File: src/rtd_pkg.sv
/*
  package for the time and date counting block: register offsets, field
  positions, reset values and timing counts.
  assumes a single 20 MHz clock and a byte-wide register port inside the device.
*/
package rtd_pkg;
  // register offsets of the counting span
  localparam logic [3:0] ADDR_SEC = 4'h2;
  localparam logic [3:0] ADDR_MIN = 4'h3;
  localparam logic [3:0] ADDR_HOUR = 4'h4;
  localparam logic [3:0] ADDR_DAY = 4'h5;
  localparam logic [3:0] ADDR_WDAY = 4'h6;
  localparam logic [3:0] ADDR_MON = 4'h7;
  localparam logic [3:0] ADDR_YEAR = 4'h8;
  // field positions
  localparam int FLAG_BIT = 7;
  localparam int CENT_BIT = 7;
  // field widths as masks
  localparam logic [7:0] MASK_SEC = 8'h7F;
  localparam logic [7:0] MASK_MIN = 8'h7F;
  localparam logic [7:0] MASK_HOUR = 8'h3F;
  localparam logic [7:0] MASK_DAY = 8'h3F;
  localparam logic [7:0] MASK_WDAY = 8'h07;
  localparam logic [7:0] MASK_MON = 8'h1F;
  localparam logic [7:0] MASK_YEAR = 8'hFF;
  // wrap points in BCD
  localparam logic [7:0] LAST_SEC = 8'h59;
  localparam logic [7:0] LAST_HOUR = 8'h23;
  localparam logic [7:0] LAST_MON = 8'h12;
  localparam logic [7:0] LAST_YEAR = 8'h99;
  localparam logic [2:0] LAST_WDAY = 3'h6;
  localparam logic [7:0] FIRST_DAY = 8'h01;
  // reset values: january 1st, year 00, flag set
  localparam logic [7:0] RST_DAY = 8'h01;
  localparam logic [7:0] RST_MON = 8'h01;
  // clock and tick timing
  localparam int CLK_HZ = 20000000;
  localparam int TICK_HZ = 1;
  localparam int TICK_CYCLES = CLK_HZ / TICK_HZ;

  // the complete time word
  typedef struct packed {
    logic flag;
    logic [7:0] sec;
    logic [7:0] min;
    logic [7:0] hour;
    logic [7:0] day;
    logic [2:0] wday;
    logic cent;
    logic [7:0] mon;
    logic [7:0] year;
  } rtd_time_s;

  // register port request
  typedef struct packed {
    logic wr;
    logic rd;
    logic [3:0] addr;
    logic [7:0] wdata;
  } rtd_req_s;
endpackage

File: src/rtd_regmem.sv
/*
  small register memory for the calendar bytes: each byte is written only
  by the counter's mirror, never by the host, and the read port comes out of a register.
  assumes the caller never writes two sources at one edge.
*/
`timescale 1ns/1ns
`default_nettype none
module rtd_regmem #(
  parameter int WORDS = 16
) (
  input wire logic mclk,
  input wire logic rst_n,
  input wire logic we,
  input wire logic [3:0] waddr,
  input wire logic [7:0] wdata,
  input wire logic [3:0] raddr,
  output logic [7:0] rdata
);
  // storage of the whole byte map
  logic [7:0] mem_q [WORDS];
  logic [7:0] rdata_d;

  // read data is the addressed byte, zero beyond the map
  always_comb begin
    rdata_d = 8'h00;
    if (int'(raddr) < WORDS) begin
      rdata_d = mem_q[raddr];
    end
  end

  // memory itself carries no reset, the read register does
  always_ff @(posedge mclk) begin
    if (we) begin
      mem_q[waddr] <= wdata;
    end
    if (!rst_n) begin
      rdata <= 8'h00;
    end else begin
      rdata <= rdata_d;
    end
  end
endmodule
`default_nettype wire

File: src/rtd_counter.sv
/*
  time and date counting block: BCD seconds to years with integrity flag and
  century flag, a pending tick held while an access is in progress.
  assumes the serial slave raises access_busy for the whole of an access and
  presents byte writes as one-cycle strobes; tick_1hz is a same-clock pulse.
*/
//Contract
//- bit 7 of seconds: integrity flag, starts set
//- seconds BCD, tens 6:4, units 3:0
//- low supply sets flag; only host clears
//- oscillator stop also sets the flag
//- minutes BCD tens 6:4, bit 7 unused
//- hours BCD tens 5:4, bits 7:6 unused
//- day BCD tens 5:4, top bits unused
//- february has 29 when year divisible by 4
//- weekday 3 bits, 0 to 6
//- century flag toggles on year 99 to 00
//- month BCD tens bit 4, 6:5 unused
//- year BCD over all eight bits
//- counters frozen during any host access
//- one pending tick kept, applied afterwards
`timescale 1ns/1ns
`default_nettype none
module rtd_counter (
  input wire logic mclk,
  input wire logic rst_n,
  input wire logic tick_1hz,
  input wire logic supply_low_pin,
  input wire logic osc_stopped_pin,
  input wire logic access_busy,
  input wire rtd_pkg::rtd_req_s req,
  output logic [7:0] rdata,
  output rtd_pkg::rtd_time_s now,
  output logic tick_pending
);
  // synchronisers for the two pin level inputs
  logic [1:0] low_sync_q;
  logic [1:0] stop_sync_q;
  logic low_s;
  logic stop_s;
  // live time registers and the pending request
  rtd_pkg::rtd_time_s t_q, t_d;
  logic pend_q, pend_d;
  logic step;
  rtd_pkg::rtd_time_s inc;
  logic [7:0] rd_byte;

  assign low_s = low_sync_q[1];
  assign stop_s = stop_sync_q[1];

  // BCD increment of one byte
  function automatic logic [7:0] bcd_inc(input logic [7:0] v);
    if (v[3:0] == 4'h9) begin
      bcd_inc = {v[7:4] + 4'h1, 4'h0};
    end else begin
      bcd_inc = {v[7:4], v[3:0] + 4'h1};
    end
  endfunction

  // last day of a month, leap test on the BCD year
  function automatic logic [7:0] month_last(input logic [7:0] mon, input logic [7:0] yr);
    logic leap;
    leap = (yr[1:0] == 2'h0) ? !yr[4] : (yr[1:0] == 2'h2 && yr[4]);
    month_last = 8'h31;
    if (mon == 8'h02) begin
      month_last = leap ? 8'h29 : 8'h28;
    end else if (mon == 8'h04 || mon == 8'h06 || mon == 8'h09 || mon == 8'h11) begin
      month_last = 8'h30;
    end
  endfunction

  // synchronisers: the first stage feeds only the second
  always_ff @(posedge mclk) begin
    if (!rst_n) begin
      low_sync_q <= 2'h0;
      stop_sync_q <= 2'h0;
    end else begin
      low_sync_q <= {low_sync_q[0], supply_low_pin};
      stop_sync_q <= {stop_sync_q[0], osc_stopped_pin};
    end
  end

  // one-step advance of the whole calendar with carries
  always_comb begin
    logic c_min;
    logic c_hour;
    logic c_day;
    logic c_mon;
    inc = t_q;
    c_min = 1'b0;
    c_hour = 1'b0;
    c_day = 1'b0;
    c_mon = 1'b0;
    if (t_q.sec == rtd_pkg::LAST_SEC) begin
      inc.sec = 8'h00;
      c_min = 1'b1;
    end else begin
      inc.sec = bcd_inc(t_q.sec);
    end
    if (c_min) begin
      if (t_q.min == rtd_pkg::LAST_SEC) begin
        inc.min = 8'h00;
        c_hour = 1'b1;
      end else begin
        inc.min = bcd_inc(t_q.min);
      end
    end
    if (c_hour) begin
      if (t_q.hour == rtd_pkg::LAST_HOUR) begin
        inc.hour = 8'h00;
        c_day = 1'b1;
      end else begin
        inc.hour = bcd_inc(t_q.hour);
      end
    end
    if (c_day) begin
      inc.wday = (t_q.wday == rtd_pkg::LAST_WDAY) ? 3'h0 : t_q.wday + 3'h1;
      if (t_q.day == month_last(t_q.mon, t_q.year)) begin
        inc.day = rtd_pkg::FIRST_DAY;
        c_mon = 1'b1;
      end else begin
        inc.day = bcd_inc(t_q.day);
      end
    end
    if (c_mon) begin
      if (t_q.mon == rtd_pkg::LAST_MON) begin
        inc.mon = 8'h01;
        if (t_q.year == rtd_pkg::LAST_YEAR) begin
          inc.year = 8'h00;
          inc.cent = !t_q.cent;
        end else begin
          inc.year = bcd_inc(t_q.year);
        end
      end else begin
        inc.mon = bcd_inc(t_q.mon);
      end
    end
  end

  // next state of time registers and the pending request
  always_comb begin
    t_d = t_q;
    pend_d = pend_q;
    step = 1'b0;
    // freeze while the host is busy
    if (access_busy) begin
      if (tick_1hz) begin
        pend_d = 1'b1;
      end
    end else if (tick_1hz || pend_q) begin
      step = 1'b1;
      pend_d = 1'b0;
      t_d = inc;
    end
    // host byte writes, with unused bits forced to zero
    if (req.wr) begin
      if (req.addr == rtd_pkg::ADDR_SEC) begin
        t_d.flag = req.wdata[rtd_pkg::FLAG_BIT];
        t_d.sec = req.wdata & rtd_pkg::MASK_SEC;
      end else if (req.addr == rtd_pkg::ADDR_MIN) begin
        t_d.min = req.wdata & rtd_pkg::MASK_MIN;
      end else if (req.addr == rtd_pkg::ADDR_HOUR) begin
        t_d.hour = req.wdata & rtd_pkg::MASK_HOUR;
      end else if (req.addr == rtd_pkg::ADDR_DAY) begin
        t_d.day = req.wdata & rtd_pkg::MASK_DAY;
      end else if (req.addr == rtd_pkg::ADDR_WDAY) begin
        t_d.wday = req.wdata[2:0];
      end else if (req.addr == rtd_pkg::ADDR_MON) begin
        t_d.cent = req.wdata[rtd_pkg::CENT_BIT];
        t_d.mon = req.wdata & rtd_pkg::MASK_MON;
      end else if (req.addr == rtd_pkg::ADDR_YEAR) begin
        t_d.year = req.wdata & rtd_pkg::MASK_YEAR;
      end
    end
    // low supply sets, and set wins over a host clear
    if (low_s || stop_s) begin
      t_d.flag = 1'b1;
    end
  end

  // registers only; flag starts set after power-up
  always_ff @(posedge mclk) begin
    if (!rst_n) begin
      t_q <= '{flag: 1'b1, sec: 8'h00, min: 8'h00, hour: 8'h00, day: rtd_pkg::RST_DAY, wday: 3'h0,
               cent: 1'b0, mon: rtd_pkg::RST_MON, year: 8'h00};
      pend_q <= 1'b0;
    end else begin
      t_q <= t_d;
      pend_q <= pend_d;
    end
  end

  // packed read-back of the addressed byte
  always_comb begin
    rd_byte = 8'h00;
    if (req.addr == rtd_pkg::ADDR_SEC) begin
      rd_byte = {t_q.flag, t_q.sec[6:0]};
    end else if (req.addr == rtd_pkg::ADDR_MIN) begin
      rd_byte = t_q.min;
    end else if (req.addr == rtd_pkg::ADDR_HOUR) begin
      rd_byte = t_q.hour;
    end else if (req.addr == rtd_pkg::ADDR_DAY) begin
      rd_byte = t_q.day;
    end else if (req.addr == rtd_pkg::ADDR_WDAY) begin
      rd_byte = {5'h00, t_q.wday};
    end else if (req.addr == rtd_pkg::ADDR_MON) begin
      rd_byte = {t_q.cent, 2'h0, t_q.mon[4:0]};
    end else if (req.addr == rtd_pkg::ADDR_YEAR) begin
      rd_byte = t_q.year;
    end
  end

  // snapshot memory mirrors each live byte by cycling through the span; its
  // registered read port mem_rdata is left unused, rdata comes from rd_byte
  logic [3:0] mirror_q, mirror_d;
  logic [7:0] mirror_byte;
  always_comb begin
    mirror_d = (mirror_q == rtd_pkg::ADDR_YEAR) ? rtd_pkg::ADDR_SEC : mirror_q + 4'h1;
    mirror_byte = 8'h00;
    if (mirror_q == rtd_pkg::ADDR_SEC) begin
      mirror_byte = {t_q.flag, t_q.sec[6:0]};
    end else if (mirror_q == rtd_pkg::ADDR_MIN) begin
      mirror_byte = t_q.min;
    end else if (mirror_q == rtd_pkg::ADDR_HOUR) begin
      mirror_byte = t_q.hour;
    end else if (mirror_q == rtd_pkg::ADDR_DAY) begin
      mirror_byte = t_q.day;
    end else if (mirror_q == rtd_pkg::ADDR_WDAY) begin
      mirror_byte = {5'h00, t_q.wday};
    end else if (mirror_q == rtd_pkg::ADDR_MON) begin
      mirror_byte = {t_q.cent, 2'h0, t_q.mon[4:0]};
    end else if (mirror_q == rtd_pkg::ADDR_YEAR) begin
      mirror_byte = t_q.year;
    end
  end
  always_ff @(posedge mclk) begin
    if (!rst_n) begin
      mirror_q <= rtd_pkg::ADDR_SEC;
    end else begin
      mirror_q <= mirror_d;
    end
  end

  // read data register: live byte captured on each read strobe
  logic [7:0] rdata_q, rdata_d;
  logic [7:0] mem_rdata;
  always_comb begin
    rdata_d = rdata_q;
    if (req.rd) begin
      rdata_d = rd_byte;
    end
  end
  always_ff @(posedge mclk) begin
    if (!rst_n) begin
      rdata_q <= 8'h00;
    end else begin
      rdata_q <= rdata_d;
    end
  end

  rtd_regmem #(.WORDS(16)) u_mem (
    .mclk(mclk),
    .rst_n(rst_n),
    .we(1'b1),
    .waddr(mirror_q),
    .wdata(mirror_byte),
    .raddr(req.addr),
    .rdata(mem_rdata)
  );

  assign rdata = rdata_q;
  assign now = t_q;
  assign tick_pending = pend_q;

  // checks
  chk_freeze_busy: assert property (@(posedge mclk) disable iff (!rst_n)
    access_busy && !(req.wr) |=> $stable(t_q.sec) || $rose(t_q.flag))
    else $error("seconds moved during access");
  chk_pend_kept: assert property (@(posedge mclk) disable iff (!rst_n)
    access_busy && tick_1hz |=> pend_q)
    else $error("tick during access not held");
  chk_pend_served: assert property (@(posedge mclk) disable iff (!rst_n)
    pend_q && !access_busy && !req.wr |=> !pend_q && t_q.sec != $past(t_q.sec))
    else $error("pending tick not applied");
  chk_flag_set: assert property (@(posedge mclk) disable iff (!rst_n)
    low_s |=> t_q.flag)
    else $error("flag not set on low supply");
  chk_flag_stop: assert property (@(posedge mclk) disable iff (!rst_n)
    stop_s |=> t_q.flag)
    else $error("flag not set on oscillator stop");
  chk_flag_sticky: assert property (@(posedge mclk) disable iff (!rst_n)
    t_q.flag && !(req.wr && req.addr == rtd_pkg::ADDR_SEC) |=> t_q.flag)
    else $error("flag cleared without host");
  chk_sec_wrap: assert property (@(posedge mclk) disable iff (!rst_n)
    step && !req.wr && t_q.sec == rtd_pkg::LAST_SEC |=> t_q.sec == 8'h00)
    else $error("seconds did not wrap");
  chk_wday_wrap: assert property (@(posedge mclk) disable iff (!rst_n)
    step && !req.wr && t_q.wday == 3'h6 && t_q.sec == 8'h59 && t_q.min == 8'h59 && t_q.hour == 8'h23
    |=> t_q.wday == 3'h0)
    else $error("weekday did not wrap");
  chk_cent_toggle: assert property (@(posedge mclk) disable iff (!rst_n)
    !$past(req.wr) && $changed(t_q.cent) |-> $past(t_q.year) == 8'h99 && t_q.year == 8'h00)
    else $error("century changed without year wrap");
  cov_pending: cover property (@(posedge mclk) disable iff (!rst_n) pend_q ##1 !pend_q);
  cov_day_wrap: cover property (@(posedge mclk) disable iff (!rst_n) step ##1 t_q.day == 8'h01);
  cov_leap: cover property (@(posedge mclk) disable iff (!rst_n) t_q.mon == 8'h02 && t_q.day == 8'h29);
endmodule
`default_nettype wire

File: config.mk
export PLATFORM = sky130hd
export DESIGN_NAME = rtd_counter
export DESIGN_NICKNAME = d
export VERILOG_FILES = /design/src/rtd_pkg.sv /design/src/rtd_regmem.sv /design/src/rtd_counter.sv
export SDC_FILE = /design/constraint.sdc
export NUM_CORES = 1
export LEC_CHECK = 0
export BUFFER_PORTS_ARGS = -buffer_cell sky130_fd_sc_hd__buf_4
export CELL_PAD_IN_SITES_DETAIL_PLACEMENT = 1
export CELL_PAD_IN_SITES_GLOBAL_PLACEMENT = 1
export CORE_MARGIN = 2
export CORE_UTILIZATION = 40
export DETAILED_ROUTE_END_ITERATION = 6
export PLACE_DENSITY_LB_ADDON = 0.1
export SETUP_SLACK_MARGIN = 0.2
export SYNTH_ARGS = -nofsm -noshare
export SYNTH_HDL_FRONTEND = slang
export SYNTH_SLANG_ARGS = --single-unit
export TNS_END_PERCENT = 5
File: constraint.sdc
create_clock -name mclk -period 8.5 [get_ports mclk]
set_clock_uncertainty 0.15 [all_clocks]
set_input_delay 2.55 -clock mclk [delete_from_list [all_inputs] [get_ports mclk]]
set_output_delay 2.55 -clock mclk [all_outputs]
set_load 0.02 [all_outputs]
# Word level (Yosys, flattened, before mapping)
# Cells that the tools add are included.
# totals
register_bits	66
inputBits	20
out_inout_bits	62
wordCells	124
# classes
n_addsub	13
eq_ne	27
muxes	58
n_bitwise	1
reduce_logical	12
# ops
operator	count
$mux 8	28
$mux 52	2
$mux 53	1
$add 4x1->4 const B	12
$mux 44	1
$mux 36	1
$mux 17	2
$eq 4x4->1 const B	7
$mux 28	1
$mux 20	1
$mux 9	2
$eq 4x3->1 const B	4
$eq 8x3->1 const B	2
$eq 8x5->1 const B	2
$eq 8x7->1 const B	2
$mux 1	15
$mux 11	1
$eq 4x2->1 const B	2
$eq 8x2->1 const B	1
$eq 8x4->1 const B	1
$eq 8x6->1 const B	1
$eq 8x8->1	1
$eq 8x8->1 const B	1
$mux 3	2
other kinds (13)	18

# Depth between registers and ports, before layout
# depth
ltp_word	21
mapped_depth	10
mapped_depth_nobuf	8

# Worst setup path after synthesis
# No wires, ideal clock.
# synth_path
path_type	input-to-reg
startpoint	in req[10] in the netlist's numbering
endpoint	reg t_q (netlist bit now[3])
setup_time_ps	127
arrival_time_ps	4364
required_time_ps	8223
setup_slack_ps	3859
cell_stages	7
path_buffers	1
path_cell_list	clkbuf_1 > nor4b_1 > nand2_1 > o21a_1 > nand4b_1 > nor4_1 > or3_1
# synth_via
elab_chain_len	9
elab_cells_between_ends	15
classes_between	7 x eq/ne; 8 x mux
# synth_rtl
item	line	source
start, declared	rtd_counter.sv:31	input wire rtd_pkg::rtd_req_s req,
$eq 4x4->1	rtd_counter.sv:171	end else if (req.addr == rtd_pkg::ADDR_YEAR) begin
$mux 8	rtd_counter.sv:171	
$mux 8	rtd_counter.sv:168	end else if (req.addr == rtd_pkg::ADDR_MON) begin
$mux 17	rtd_counter.sv:166	end else if (req.addr == rtd_pkg::ADDR_WDAY) begin
$mux 20	rtd_counter.sv:164	end else if (req.addr == rtd_pkg::ADDR_DAY) begin
$mux 28	rtd_counter.sv:162	end else if (req.addr == rtd_pkg::ADDR_HOUR) begin
$mux 36	rtd_counter.sv:160	end else if (req.addr == rtd_pkg::ADDR_MIN) begin
$mux 44 (*)	rtd_counter.sv:157	if (req.addr == rtd_pkg::ADDR_SEC) begin
$mux 53 (*)	rtd_counter.sv:156	if (req.wr) begin
end signal, assigned	rtd_counter.sv:184	t_q <= '{flag: 1'b1, sec: 8'h00, min: 8'h00, hour: 8'h00, day: rtd_pkg::RST_DAY, wday: 3'h0,
end signal, assigned	rtd_counter.sv:188	t_q <= t_d;
end, declared	rtd_counter.sv:42	rtd_pkg::rtd_time_s t_q, t_d;
# Mark *: on every way between the ends. The rest lies on a longest branch, timed or not.
# A chain may end at the register's enable or synchronous reset.

# Worst setup path after layout
# layout_path
startpoint	in access_busy
endpoint	reg t_q (netlist bit now[6])
# layout_via
elab_chain_len	9
# layout_rtl
item	line	source
start, declared	rtd_counter.sv:30	input wire logic access_busy,
$mux 52 (*)	rtd_counter.sv:146	if (access_busy) begin
$mux 8	rtd_counter.sv:171	
$mux 8	rtd_counter.sv:168	
$mux 17	rtd_counter.sv:166	
$mux 20	rtd_counter.sv:164	
$mux 28	rtd_counter.sv:162	
$mux 36	rtd_counter.sv:160	
$mux 44	rtd_counter.sv:157	
$mux 53 (*)	rtd_counter.sv:156	
# Marked as above.

==> results.toml <==
[logic_synthesis]
syn_area_um2 = 4420
synth.distinct_cells = 63
yosys_warnings = 0
synth_compound_area_frac = 0.254
yosysTopAreaCell = "dfxtp_1"
yosysSeqAreaShare = 0.299
synthTopCellsByArea = "dfxtp_1 30%, ha_1 5.7%, o21ai_0 5.0%"
syn_area_per_cell_um2 = 7.61
synthFlopType = "dfxtp_1"
synthArstFlopShare = 0
muxShareOfSynthArea = 0.0294
synth_simple_gate_area_share = 0.298
synth-xor-area-share = 0.0119
synth_top_area_share = 0.299
syn_nets = 621
synth_cells = 581
synth-edff-count = 0
ys_ff_latch = 66
synthAdderAreaFrac = 0.0566
synth_top_family_by_area = "simple AND/OR/NAND/NOR gates"

[worst_setup_path]
cp.arrival_ns = 5.29
crit_fanout = 17
start_kind = "input port"
cp.required_ns = 8.64
cpMaxStageDelayCell = "or4_1"
slowest_delay_ns = 0.80
crit_type = "in -> reg"
crit_chain = "buf_4 > o21bai_1 > buf_4 > nor4_1 > o2111ai_2 > or4_1 > o31a_1 > a211oi_2"
path_common_cell = "buf_4"
end_kind = "flop"

[timing]
min_period_ns = 5.15
slew_violations = 0
hold_viol_final = 0
slew_headroom = 0.251
rsz0062_at_grt = "false"
post-route-period-util = 0.606
setup_viol = 0
fmax_mhz = 194
worstMarginPinSlew_ns = 1.11
setup_tns_ns = 0

[min_path]
min_path_type = "reg -> reg"

[drt]
avgViaCountPerCell = 6.17
ant_nets = 0
vias = 4830
drtPass1Iterations = 4
drt_iter0_markers = 298
drc = 0
wirelength_um = 16800
avgRoutedWirePerCell_um = 21.4

[floorplan]
die_y_um = 109
start_util = 0.409
io_pins = 82
fp.dieW_um = 109
dieArea_um2 = 11900
core_um2 = 10800
std_cell_rows = 38

[grt]
grt_max_degree = 44
antenna_found_initial = 0
grtUsageTotal = 0.291
grt_pass1_wl_um = 26300
first_global_vias = 4839
overflow = 0

[clocking]
cts_root_buf = "clkbuf_8"
clockBufferDepth = 2
clock_sinks = 66
clk_pin_slew_ns = 0.08
ctsResizeCount = 0
cts_buffers = 9
cts_tree = "done"
clk_latency_ns = 0.36
cts_hold_buffers = 0
post_cts_buffers = 0
cts_max_level = 3

[finish]
instances_no_fill = 783
mostFrequentLayoutCells = "83 x buf_4, 66 x dfxtp_1, 57 x nand2_1"
ff_latch_area_um2 = 1320
final_common_cell = "buf_4"
num_antenna_cells = 0
multi_input_comb_area_um2 = 2870
layout.nets = 678
area_delta_synth_final_pct = 18.9
drive_above_1_share = 0.173
nFillCells = 1356

[place]
portBuffers = 81
dp_cells = 767
gp_congestion = 0.844
dp_hpwl_um = 12100

[power]
ir_drop_v = 0.0000661
powerDensity_nw_per_um2 = 131
p_leak_nw = 1.97

[flow_run]
max_cap_viol_count = 0

[outcome]
status = "finished clean"
metal layers:
metal  routed length (µm)  track usage
met1                 7360        0.374
met2                 8230        0.496
met3                  943       0.0406
met4                  258        0.107
met5                    0            0
flip-flops by register name, summed over array words and instances, names as in the netlist:
name and count:
low_sync_q 2, stop_sync_q 2, rdata 8, now 53, tick_pending 1
Yosys cell counts (all sizes together), types with 6 or more instances:
master	instances
a21oi	31
buf	6
nor2	53
a31oi	15
ha	20
a32oi	7
nand2	57
and2	9
clkbuf	31
dfxtp	66
or3	6
nand2b	10
nand3b	8
o21ai	44
or4	7
nand3	25
o2111ai	6
nor4	13
inv	19
a211oi	17
nor2b	6
mux2i	13
nor3	29
a311oi	6
final timing paths:
check | start | endpoint | slack (ns) | cells past startpoint
min | low_sync_q[1]$_SDFF_PN0_ | now[52]$_SDFFE_PP1P_ | 0.29 | 2
min reg2reg | low_sync_q[1]$_SDFF_PN0_ | now[52]$_SDFFE_PP1P_ | 0.29 | 2
max reg2reg | now[28]$_SDFF_PN0_ | now[6]$_SDFF_PN0_ | 4.81 | 7
max | access_busy | now[6]$_SDFF_PN0_ | 3.35 | 8
power breakdown:
group | switching, W | internal, W | total [W] | leakage, nW
Combinational | 0.0000591 | 0.0000334 | 0.0000924 | 1.34
Sequential | 0.0000132 | 0.000317 | 0.000331 | 0.536
Clock | 0.000132 | 0.000133 | 0.000265 | 0.0958
cell type report:
type | count | share of cell area
clock inverter | 6 | 0.0110
tap | 140 | 0.0333
sequential | 66 | 0.251
clock buffer | 10 | 0.0243
inverter | 20 | 0.0143
timing repair buffer | 83 | 0.119
multi-input combinational | 458 | 0.547
worst max-delay path: cells and delay by family:
family	cells	cell delay, ns
compound gates	4	1.19
buf+inv	2	0.29
simple gates	2	1.25
logic make-up after synthesis:
| family | Yosys count |
|---|---|
| flops | 66 |
| mux | 13 |
| compound gates | 167 |
| fa+ha+maj | 20 |
| buf+inv | 57 |
| simple gates | 252 |
| xor+xnor | 6 |
through the flow:
step / hold slack [ns] / util / instance area [µm²] / power (W) / setup slack, ns
finish: 0.289 / 0.487 / 5250 / 0.000688 / 3.35
global route: 0.306 / 0.487 / 5250 / 0.000711 / 3.25
CTS: 0.296 / 0.487 / 5250 / 0.000689 / 3.40
detailed placement: 0.275 / 0.470 / 5070 / 0.000429 / 3.04
global placement: 0.263 / 0.470 / 5070 / 0.000427 / 3.08
floorplan: 0.257 / - / 4420 / 0.000386 / 3.86
Power figures use the tool's default switching activity.
